===== src/logic/gx_pkg.sv =====
// constants, bus carriers and helpers for the gesture entry/exit controller
package gx_pkg;

  // clock and wait timing
  localparam int unsigned CLK_PERIOD_NS = 40;
  localparam int unsigned WAIT_UNIT_NS = 2800000; // one wait step
  localparam int unsigned WAIT_UNIT_CYC = WAIT_UNIT_NS / CLK_PERIOD_NS;
  localparam int unsigned WAIT_CNT_W = 20; // holds seven steps

  // register byte offsets
  localparam logic [7:0] OFS_CFG = 8'h00;
  localparam logic [7:0] OFS_CTRL = 8'h04;
  localparam logic [7:0] OFS_THR = 8'h08;
  localparam logic [7:0] OFS_STAT = 8'h0c;

  // wait/gain/drive config byte layout
  localparam int unsigned CFG_ENAL_BIT = 7;
  localparam int unsigned CFG_GAIN_LSB = 5;
  localparam int unsigned CFG_DRIVE_LSB = 3;
  localparam int unsigned CFG_WAIT_LSB = 0;
  localparam logic [7:0] CFG_RST = 8'h00;

  // control register bits
  localparam int unsigned CTRL_EN_BIT = 0;
  localparam int unsigned CTRL_MODE_BIT = 1;

  // threshold register layout
  localparam int unsigned THR_ENTRY_LSB = 0;
  localparam int unsigned THR_EXIT_LSB = 8;
  localparam int unsigned THR_MASK_LSB = 16;
  localparam int unsigned THR_PERS_LSB = 20;
  localparam int unsigned THR_W = 22;
  localparam logic [THR_W-1:0] THR_RST = 22'h000000;

  // status register layout
  localparam int unsigned STAT_ST_LSB = 0;
  localparam int unsigned STAT_CNT_LSB = 2;

  // bus responses
  localparam logic [1:0] RESP_OKAY = 2'h0;
  localparam logic [1:0] RESP_SLVERR = 2'h2;

  // master to slave side of the register bus
  typedef struct packed {
    logic awvalid;
    logic [7:0] awaddr;
    logic wvalid;
    logic [31:0] wdata;
    logic [3:0] wstrb;
    logic bready;
    logic arvalid;
    logic [7:0] araddr;
    logic rready;
  } gx_axil_req_t;

  // slave to master side of the register bus
  typedef struct packed {
    logic awready;
    logic wready;
    logic bvalid;
    logic [1:0] bresp;
    logic arready;
    logic rvalid;
    logic [31:0] rdata;
    logic [1:0] rresp;
  } gx_axil_rsp_t;

  // one directional dataset; mask bits 3..0 are n, s, w, e
  typedef struct packed {
    logic [7:0] n;
    logic [7:0] s;
    logic [7:0] w;
    logic [7:0] e;
  } gx_dirs_t;

  // controller states
  typedef enum logic [1:0] {
    ST_IDLE = 2'b00,
    ST_GEST = 2'b01,
    ST_WAIT = 2'b10
  } gx_state_t;

  // persistence code to number of consecutive ends
  function automatic logic [2:0] pers_count(input logic [1:0] code);
    case (code)
      2'h0: pers_count = 3'h1;
      2'h1: pers_count = 3'h2;
      2'h2: pers_count = 3'h4;
      default: pers_count = 3'h7;
    endcase
  endfunction : pers_count

  // byte-lane merge for strobed writes
  function automatic logic [31:0] wmerge(input logic [31:0] old_v, input logic [31:0] new_v,
                                         input logic [3:0] strb);
    for (int i = 0; i < 4; i++) begin
      wmerge[i*8 +: 8] = strb[i] ? new_v[i*8 +: 8] : old_v[i*8 +: 8];
    end
  endfunction : wmerge

endpackage : gx_pkg


===== src/logic/gx_exit_filter.sv =====
// gesture-end detection and exit persistence counter
`timescale 1ns/100ps
module gx_exit_filter (
  input wire logic core_clk,
  input wire logic srst,
  input wire logic cycle_done,
  input wire gx_pkg::gx_dirs_t dirs,
  input wire logic [7:0] exit_threshold,
  input wire logic [3:0] exit_detector_mask,
  input wire logic [1:0] exit_persistence,
  input wire logic clear_cnt,
  output logic end_det,
  output logic exit_req,
  output logic [2:0] end_count
);

  // all state of this module
  typedef struct packed {
    logic [2:0] cnt; // consecutive ends, saturating
  } gx_flt_t;

  gx_flt_t s_r;
  gx_flt_t s_nxt;
  logic [3:0] below; // per detector: under threshold or masked
  logic [3:0] cnt_inc;

  // end when every unmasked detector sits under the exit threshold
  always_comb begin
    below[3] = exit_detector_mask[3] || (dirs.n < exit_threshold);
    below[2] = exit_detector_mask[2] || (dirs.s < exit_threshold);
    below[1] = exit_detector_mask[1] || (dirs.w < exit_threshold);
    below[0] = exit_detector_mask[0] || (dirs.e < exit_threshold);
    // a zero threshold can never be undercut, so nothing ends
    end_det = (&below) && (exit_threshold != 8'h00);
  end

  assign cnt_inc = {1'b0, s_r.cnt} + 4'h1;
  // exit once this end brings the run to the persistence count
  assign exit_req = cycle_done && end_det &&
                    (cnt_inc >= {1'b0, gx_pkg::pers_count(exit_persistence)});
  assign end_count = s_r.cnt;

  // counter update; entry clear has priority over counting
  always_comb begin
    s_nxt = s_r;
    if (clear_cnt) begin
      s_nxt.cnt = 3'h0;
    end else if (cycle_done) begin
      if (!end_det) begin
        s_nxt.cnt = 3'h0;
      end else if (s_r.cnt != 3'h7) begin
        s_nxt.cnt = cnt_inc[2:0];
      end
    end
  end

  // state register
  always_ff @(posedge core_clk) begin
    if (srst) begin
      s_r <= '0;
    end else begin
      s_r <= s_nxt;
    end
  end
endmodule : gx_exit_filter


===== src/logic/gx_gesture_ctrl.sv =====
// gesture entry/exit controller with its register slave
`timescale 1ns/100ps
module gx_gesture_ctrl #(
  parameter int unsigned WAIT_CYC = gx_pkg::WAIT_UNIT_CYC // cycles per wait step
) (
  input wire logic core_clk,
  input wire logic srst,
  input wire gx_pkg::gx_axil_req_t axi_req,
  output gx_pkg::gx_axil_rsp_t axi_rsp,
  input wire logic prox_valid,
  input wire logic [7:0] proximity_result,
  input wire logic cycle_done,
  input wire gx_pkg::gx_dirs_t dirs,
  output logic gesture_active,
  output logic cycle_req,
  output logic low_power,
  output logic [3:0] gain_mult,
  output logic [1:0] led_drive_shift
);

  // all state of the controller and its bus slave
  typedef struct packed {
    gx_pkg::gx_state_t st; // engine state
    logic [gx_pkg::WAIT_CNT_W-1:0] wait_cnt; // low-power cycles left
    logic [7:0] cfg; // wait/gain/drive byte
    logic en; // gesture enable bit
    logic mode; // gesture state bit
    logic [gx_pkg::THR_W-1:0] thr; // thresholds, mask, persistence
    logic aw_held; // write address latched
    logic [7:0] aw_addr;
    logic w_held; // write data latched
    logic [31:0] w_data;
    logic [3:0] w_strb;
    logic bvalid;
    logic [1:0] bresp;
    logic rvalid;
    logic [31:0] rdata;
    logic [1:0] rresp;
    logic [3:0] gain; // registered gain output
    logic [1:0] drive; // registered drive output
  } gx_ctrl_t;

  gx_ctrl_t s_r;
  gx_ctrl_t s_nxt;

  // field views
  logic enter_always;
  logic [1:0] photodiode_gain_sel;
  logic [1:0] led_drive_strength;
  logic [2:0] inter_cycle_wait;
  logic [7:0] entry_threshold;
  logic [7:0] exit_threshold;
  logic [3:0] exit_detector_mask;
  logic [1:0] exit_persistence;

  // handshakes and internal strobes
  logic aw_go; // address taken this edge
  logic w_go; // data taken this edge
  logic ar_go; // read address taken this edge
  logic sw_wr; // latched write applied this edge
  logic entry_ok; // proximity result qualifies for entry
  logic clear_cnt; // entering, reset end counter
  logic end_det;
  logic exit_req;
  logic [2:0] end_count;
  logic [31:0] wr_old; // current value of the written register

  assign enter_always = s_r.cfg[gx_pkg::CFG_ENAL_BIT];
  assign photodiode_gain_sel = s_r.cfg[gx_pkg::CFG_GAIN_LSB +: 2];
  assign led_drive_strength = s_r.cfg[gx_pkg::CFG_DRIVE_LSB +: 2];
  assign inter_cycle_wait = s_r.cfg[gx_pkg::CFG_WAIT_LSB +: 3];
  assign entry_threshold = s_r.thr[gx_pkg::THR_ENTRY_LSB +: 8];
  assign exit_threshold = s_r.thr[gx_pkg::THR_EXIT_LSB +: 8];
  assign exit_detector_mask = s_r.thr[gx_pkg::THR_MASK_LSB +: 4];
  assign exit_persistence = s_r.thr[gx_pkg::THR_PERS_LSB +: 2];

  // bus ready terms; a channel is refused while its item is parked
  assign axi_rsp.awready = !s_r.aw_held && !s_r.bvalid;
  assign axi_rsp.wready = !s_r.w_held && !s_r.bvalid;
  assign axi_rsp.arready = !s_r.rvalid;
  assign axi_rsp.bvalid = s_r.bvalid;
  assign axi_rsp.bresp = s_r.bresp;
  assign axi_rsp.rvalid = s_r.rvalid;
  assign axi_rsp.rdata = s_r.rdata;
  assign axi_rsp.rresp = s_r.rresp;
  assign aw_go = axi_req.awvalid && axi_rsp.awready;
  assign w_go = axi_req.wvalid && axi_rsp.wready;
  assign ar_go = axi_req.arvalid && axi_rsp.arready;
  // write commits one edge after both halves are parked
  assign sw_wr = s_r.aw_held && s_r.w_held && !s_r.bvalid;

  // entry qualification by proximity result
  assign entry_ok = enter_always || (proximity_result >= entry_threshold);

  // engine-facing outputs
  assign gesture_active = (s_r.st != gx_pkg::ST_IDLE);
  assign cycle_req = (s_r.st == gx_pkg::ST_GEST);
  assign low_power = (s_r.st == gx_pkg::ST_WAIT);
  assign gain_mult = s_r.gain;
  assign led_drive_shift = s_r.drive;

  // end detection and persistence live in the filter
  gx_exit_filter gx_exit_filter_i (
    .core_clk(core_clk),
    .srst(srst),
    .cycle_done(cycle_done && (s_r.st == gx_pkg::ST_GEST)),
    .dirs(dirs),
    .exit_threshold(exit_threshold),
    .exit_detector_mask(exit_detector_mask),
    .exit_persistence(exit_persistence),
    .clear_cnt(clear_cnt),
    .end_det(end_det),
    .exit_req(exit_req),
    .end_count(end_count)
  );

  // current value of the addressed register, for strobe merging
  always_comb begin
    case (s_r.aw_addr)
      gx_pkg::OFS_CFG: wr_old = {24'h000000, s_r.cfg};
      gx_pkg::OFS_CTRL: wr_old = {30'h00000000, s_r.mode, s_r.en};
      gx_pkg::OFS_THR: wr_old = {10'h000, s_r.thr};
      default: wr_old = 32'h00000000;
    endcase
  end

  // next state: bus slave first, then hardware effects so a set wins
  always_comb begin
    logic [31:0] mv;
    mv = wmerge_w(wr_old, s_r.w_data, s_r.w_strb);
    s_nxt = s_r;
    clear_cnt = 1'b0;
    // park write address and data as they arrive, either order
    if (aw_go) begin
      s_nxt.aw_held = 1'b1;
      s_nxt.aw_addr = axi_req.awaddr;
    end
    if (w_go) begin
      s_nxt.w_held = 1'b1;
      s_nxt.w_data = axi_req.wdata;
      s_nxt.w_strb = axi_req.wstrb;
    end
    // apply the parked write and raise the response
    if (sw_wr) begin
      s_nxt.aw_held = 1'b0;
      s_nxt.w_held = 1'b0;
      s_nxt.bvalid = 1'b1;
      s_nxt.bresp = gx_pkg::RESP_OKAY;
      case (s_r.aw_addr)
        gx_pkg::OFS_CFG: s_nxt.cfg = mv[7:0];
        gx_pkg::OFS_CTRL: begin
          s_nxt.en = mv[gx_pkg::CTRL_EN_BIT];
          s_nxt.mode = mv[gx_pkg::CTRL_MODE_BIT];
        end
        gx_pkg::OFS_THR: s_nxt.thr = mv[gx_pkg::THR_W-1:0];
        default: s_nxt.bresp = gx_pkg::RESP_SLVERR; // status and holes
      endcase
    end else if (s_r.bvalid && axi_req.bready) begin
      s_nxt.bvalid = 1'b0;
    end
    // reads answer on the same edge that takes the address
    if (ar_go) begin
      s_nxt.rvalid = 1'b1;
      s_nxt.rresp = gx_pkg::RESP_OKAY;
      case (axi_req.araddr)
        gx_pkg::OFS_CFG: s_nxt.rdata = {24'h000000, s_r.cfg};
        gx_pkg::OFS_CTRL: s_nxt.rdata = {30'h00000000, s_r.mode, s_r.en};
        gx_pkg::OFS_THR: s_nxt.rdata = {10'h000, s_r.thr};
        gx_pkg::OFS_STAT: s_nxt.rdata = {27'h0000000, end_count, s_r.st};
        default: begin
          s_nxt.rdata = 32'h00000000;
          s_nxt.rresp = gx_pkg::RESP_SLVERR;
        end
      endcase
    end else if (s_r.rvalid && axi_req.rready) begin
      s_nxt.rvalid = 1'b0;
    end
    // engine state machine
    case (s_r.st)
      gx_pkg::ST_IDLE: begin
        // qualifying proximity result sets the state bit, over a clear
        if (s_nxt.en && prox_valid && entry_ok) begin
          s_nxt.mode = 1'b1;
        end
        if (s_nxt.en && s_nxt.mode) begin
          s_nxt.st = gx_pkg::ST_GEST;
          clear_cnt = 1'b1;
        end
      end
      gx_pkg::ST_GEST: begin
        if (!s_nxt.en || !s_nxt.mode) begin
          s_nxt.st = gx_pkg::ST_IDLE; // software leaves gesture
        end else if (cycle_done) begin
          if (exit_req) begin
            s_nxt.mode = 1'b0;
            s_nxt.st = gx_pkg::ST_IDLE;
          end else if (inter_cycle_wait != 3'h0) begin
            // idle in low power before the next cycle
            s_nxt.wait_cnt = gx_pkg::WAIT_CNT_W'(inter_cycle_wait * WAIT_CYC);
            s_nxt.st = gx_pkg::ST_WAIT;
          end
        end
      end
      gx_pkg::ST_WAIT: begin
        if (!s_nxt.en || !s_nxt.mode) begin
          s_nxt.st = gx_pkg::ST_IDLE;
        end else if (s_r.wait_cnt <= gx_pkg::WAIT_CNT_W'(1)) begin
          s_nxt.st = gx_pkg::ST_GEST;
        end else begin
          s_nxt.wait_cnt = s_r.wait_cnt - gx_pkg::WAIT_CNT_W'(1);
        end
      end
      default: s_nxt.st = gx_pkg::ST_IDLE;
    endcase
    // analog steering words, registered so they never glitch
    s_nxt.gain = 4'h1 << photodiode_gain_sel;
    // drive field only applies in gesture mode; full drive otherwise
    s_nxt.drive = (s_nxt.st != gx_pkg::ST_IDLE) ? led_drive_strength : 2'h0;
  end

  // thin wrapper so the merge reads as a local name
  function automatic logic [31:0] wmerge_w(input logic [31:0] o, input logic [31:0] n,
                                           input logic [3:0] b);
    wmerge_w = gx_pkg::wmerge(o, n, b);
  endfunction : wmerge_w

  // state register
  always_ff @(posedge core_clk) begin
    if (srst) begin
      s_r <= '0;
      s_r.st <= gx_pkg::ST_IDLE;
      s_r.cfg <= gx_pkg::CFG_RST;
      s_r.thr <= gx_pkg::THR_RST;
      s_r.gain <= 4'h1;
    end else begin
      s_r <= s_nxt;
    end
  end
endmodule : gx_gesture_ctrl


===== config.mk =====
export PLATFORM = sky130hd
export DESIGN_NAME = gx_gesture_ctrl
export DESIGN_NICKNAME = d
export VERILOG_FILES = /design/src/logic/gx_pkg.sv /design/src/logic/gx_exit_filter.sv /design/src/logic/gx_gesture_ctrl.sv
export SDC_FILE = /design/constraint.sdc
export NUM_CORES = 1
export LEC_CHECK = 0
export BUFFER_PORTS_ARGS = -buffer_cell sky130_fd_sc_hd__buf_2
export CAP_MARGIN = 0
export CORE_MARGIN = 5
export CORE_UTILIZATION = 55
export DETAILED_ROUTE_END_ITERATION = 8
export PLACE_DENSITY = 0.8
export SETUP_SLACK_MARGIN = 0.5
export SLEW_MARGIN = 20
export SYNTH_ARGS = -nofsm -noshare
export SYNTH_HDL_FRONTEND = slang
export SYNTH_SLANG_ARGS = --single-unit
export TNS_END_PERCENT = 20

===== constraint.sdc =====
create_clock -name core_clk -period 6.98 [get_ports core_clk]
set_input_delay 0.349 -clock core_clk [delete_from_list [all_inputs] [get_ports core_clk]]
set_output_delay 0.349 -clock core_clk [all_outputs]
set_load 0.05 [all_outputs]

==> flow_summary.json <==
{
  "run_status": "complete, no violations",
  "critical_path_buf_inv_count": 2,
  "slowest_stage": "dfxtp_1",
  "syn_area_mm2": 0.00700,
  "cp-start-kind": "register",
  "cts_tree": "yes",
  "drt-total-wl_um": 17300,
  "synthArstFlopShare_pct": 0,
  "grt-ovfl-total": 0,
  "finalMaxSlewViolations": 0,
  "worstSkewPairLatency_ps": 420,
  "crit_arrival_ps": 3390,
  "dieArea_mm2": 0.0151,
  "timing.rr.end": "s_r[125]$_SDFFE_PP0P_",
  "path_class": "reg2reg",
  "fmax_ghz": 0.331,
  "worst_ep_required_time_ps": 7340,
  "grt_pass1_wl_um": 27900,
  "design_area_mm2": 0.00799,
  "slew_headroom_pct": 33.4,
  "antenna_cells": 0,
  "ys.flop_type": "dfxtp_1",
  "worstMarginPinSlew_ps": 996,
  "irDropWorstVdd_uv": 191,
  "clk_pin_slew_ps": 60,
  "leakage_uw": 0.00330,
  "drtIter0Drc": 578,
  "drive_above_1_share_pct": 20.6,
  "core_area_mm2": 0.0126,
  "syn_inst": 854,
  "synthDistinctLibCells": 71,
  "final_common_cell": "nand2_1",
  "crit_chain": "inv_1 -> ha_1 -> nand2_1 -> or3_1 -> a211oi_1 -> nor3_1 -> a211oi_4 -> buf_4 -> nand2_4 -> nor4_2 -> a31o_1",
  "io_buffers": 127,
  "postRouteAntennaNets": 0,
  "die_width_um": 123,
  "fin_crit_sh_pct": 43.3,
  "viasPerCell": 5.47,
  "min_path_cells": 2,
  "yosys_register_bits": 124,
  "clk_path_buf_depth": 2,
  "cts.repair.resized": 0,
  "finalSetupViolCount": 0,
  "cts.htree.levels": 4,
  "postCtsHoldBufs": 0,
  "clock_sinks": 124,
  "hold_ws_ps": 116,
  "post_cts_buffers": 0,
  "hold_viol_final": 0,
  "synth_edf_count": 0,
  "slowest_delay_ps": 410,
  "hold_end": "axi_rsp[34]$_SDFFE_PP0P_",
  "hold_start": "axi_req[0]",
  "critPathTopFamily": "simple AND/OR/NAND/NOR gates",
  "maxCapViolCount": 0,
  "drc": 0,
  "row_count": 41,
  "numCtsBuffers": 17,
  "dp_hpwl_um": 12700,
  "final_cell_mix": "140 x nand2_1, 126 x buf_2, 124 x dfxtp_1",
  "vias": 6103,
  "ys_seq_area_share_pct": 35.5,
  "drtPass1Iterations": 6,
  "wire_per_inst_um": 15.5,
  "end_kind": "register",
  "area_delta_synth_final_pct": 14.1,
  "crit_fanout": 36,
  "io_pins": 151,
  "antenna_found_initial": 0,
  "rr_startpoint": "exit_threshold[6]$_SDFFE_PP0P_",
  "cts-root-buf": "clkbuf_16",
  "grt_usage_pct": 23.4,
  "gp_congestion": 0.933,
  "dieHeight_um": 123,
  "post-route-min-period_ps": 3030,
  "nets": 1088,
  "r2r_cells": 11,
  "r2r_setup_slack_ps": 3950,
  "syn_avg_cell_area_um2": 8.19,
  "hold_path.class": "in2reg",
  "pwr_density_cell_mw_per_mm2": 216,
  "yosys_warnings": 0,
  "grt_pass1_vias": 5742,
  "finalClockSkew_ps": 8.18,
  "grt_max_degree": 79,
  "rsz0062_at_grt": "false",
  "tns_ps": 0,
  "initial_core_util_pct": 55.7,
  "place_area_mm2": 0.00743
}
==> final cells by class <==
class,count,area (um2)
Clock buffer,17,425
Clock inverter,15,128
Fill cell,1117,4580
Inverter,29,109
Multi-Input combinational cell,626,3950
Sequential cell,124,2480
Tap cell,172,215
Timing Repair Buffer,132,676
==> worst max-delay path by stage <==
| stage | cells past startpoint | end | from | slack, ps |
|---|---|---|---|---|
| floorplan | 9 | s_r[138]$_SDFFE_PP0P_ | s_r[142]$_SDFF_PP0_ | 4450 |
| global placement | 10 | gx_exit_filter_i.end_count[1]$_SDFFE_PP0P_ | exit_threshold[6]$_SDFFE_PP0P_ | 3960 |
| detailed placement | 11 | s_r[135]$_SDFFE_PP0P_ | exit_threshold[6]$_SDFFE_PP0P_ | 3990 |
| CTS | 11 | s_r[125]$_SDFFE_PP0P_ | exit_threshold[6]$_SDFFE_PP0P_ | 3950 |
| global route | 10 | s_r[124]$_SDFFE_PP0P_ | exit_threshold[1]$_SDFFE_PP0P_ | 3680 |
| finish | 11 | s_r[125]$_SDFFE_PP0P_ | exit_threshold[6]$_SDFFE_PP0P_ | 3950 |
==> Yosys cell counts, drive strengths merged, types with 2 or more instances <==
master,instances,area share [%]
clkbuf,30,1.6
nand2,141,7.7
o21a,5,0.54
a31oi,6,0.75
xor2,6,0.75
and2,7,0.63
a21oi,73,5.2
fa,3,0.86
mux2i,11,1.6
xnor2,3,0.38
nor3b,5,0.61
o31a,2,0.29
a22oi,41,4.4
a211oi,11,1.5
a2bb2oi,2,0.25
o21ai,32,2.3
nor4,13,1.5
a2111oi,2,0.25
a32o,2,0.29
nor2b,8,0.72
a31o,2,0.25
and3,4,0.36
or2,5,0.45
a21o,2,0.21
o41ai,6,0.75
mux2,5,0.80
ha,54,9.7
nor3,16,1.1
inv,29,1.6
dfxtp,124,35
nand3,24,1.7
nand4,2,0.18
nor2,79,4.3
or4,3,0.43
or3,3,0.27
buf,56,5.8
o221ai,2,0.25
o311ai,2,0.25
nor4b,2,0.25
nand3b,5,0.54
mux4,2,0.64
nand2b,11,0.98
==> routing by layer <==
layer / vias up / track usage [%] / part of all wire [%]
met5: - / 0 / 0
met4: 0 / 9.31 / 2.7
met3: 35 / 5.81 / 5.2
met2: 169 / 37.2 / 48
met1: 2804 / 30.6 / 44
li1: 3095 / - / -
==> registers in the layout, indices dropped and copies added, names as in the netlist, 3 cells and up <==
name	cells
axi_rsp	26
exit_detector_mask	4
s_r	59
gain_mult	4
gx_exit_filter_i.end_count	3
entry_threshold	8
exit_threshold	8
inter_cycle_wait	3
==> through the flow <==
stage          setup slack [ps]  cells  total power [uW]  util (%)
5_1_grt                    3680   1115              1790      63.5
3_3_place_gp               3960   1083               910      59.1
3_5_place_dp               3990   1083               913      59.1
6_report                   3950   1115              1720      63.5
2_1_floorplan              4450    865               869         -
4_1_cts                    3950   1115              1730      63.5
==> report_power, final <==
part	internal, uW	total (uW)	leakage (uW)	switching, uW
registers	724	739	0.00100	15.1
clock network	466	824	0.000269	359
logic	54.2	158	0.00202	104
==> cell families (layout without fill, tap and decap cells) <==
kind of cell | count (synthesis) | in the layout | share of synthesized area (%)
AND/OR/NAND/NOR | 331 | 331 | 22.1
multiplexers | 18 | 18 | 3.02
flip-flops | 124 | 124 | 35.5
adder cells (fa/ha/maj) | 57 | 57 | 10.5
XOR/XNOR | 9 | 9 | 1.13
AO/OA/AOI/OAI | 199 | 199 | 18.7
buffers and inverters | 115 | 193 | 8.94
other | 1 | 12 | 0.0536
Note: power is estimated with default switching activity, not from simulation.
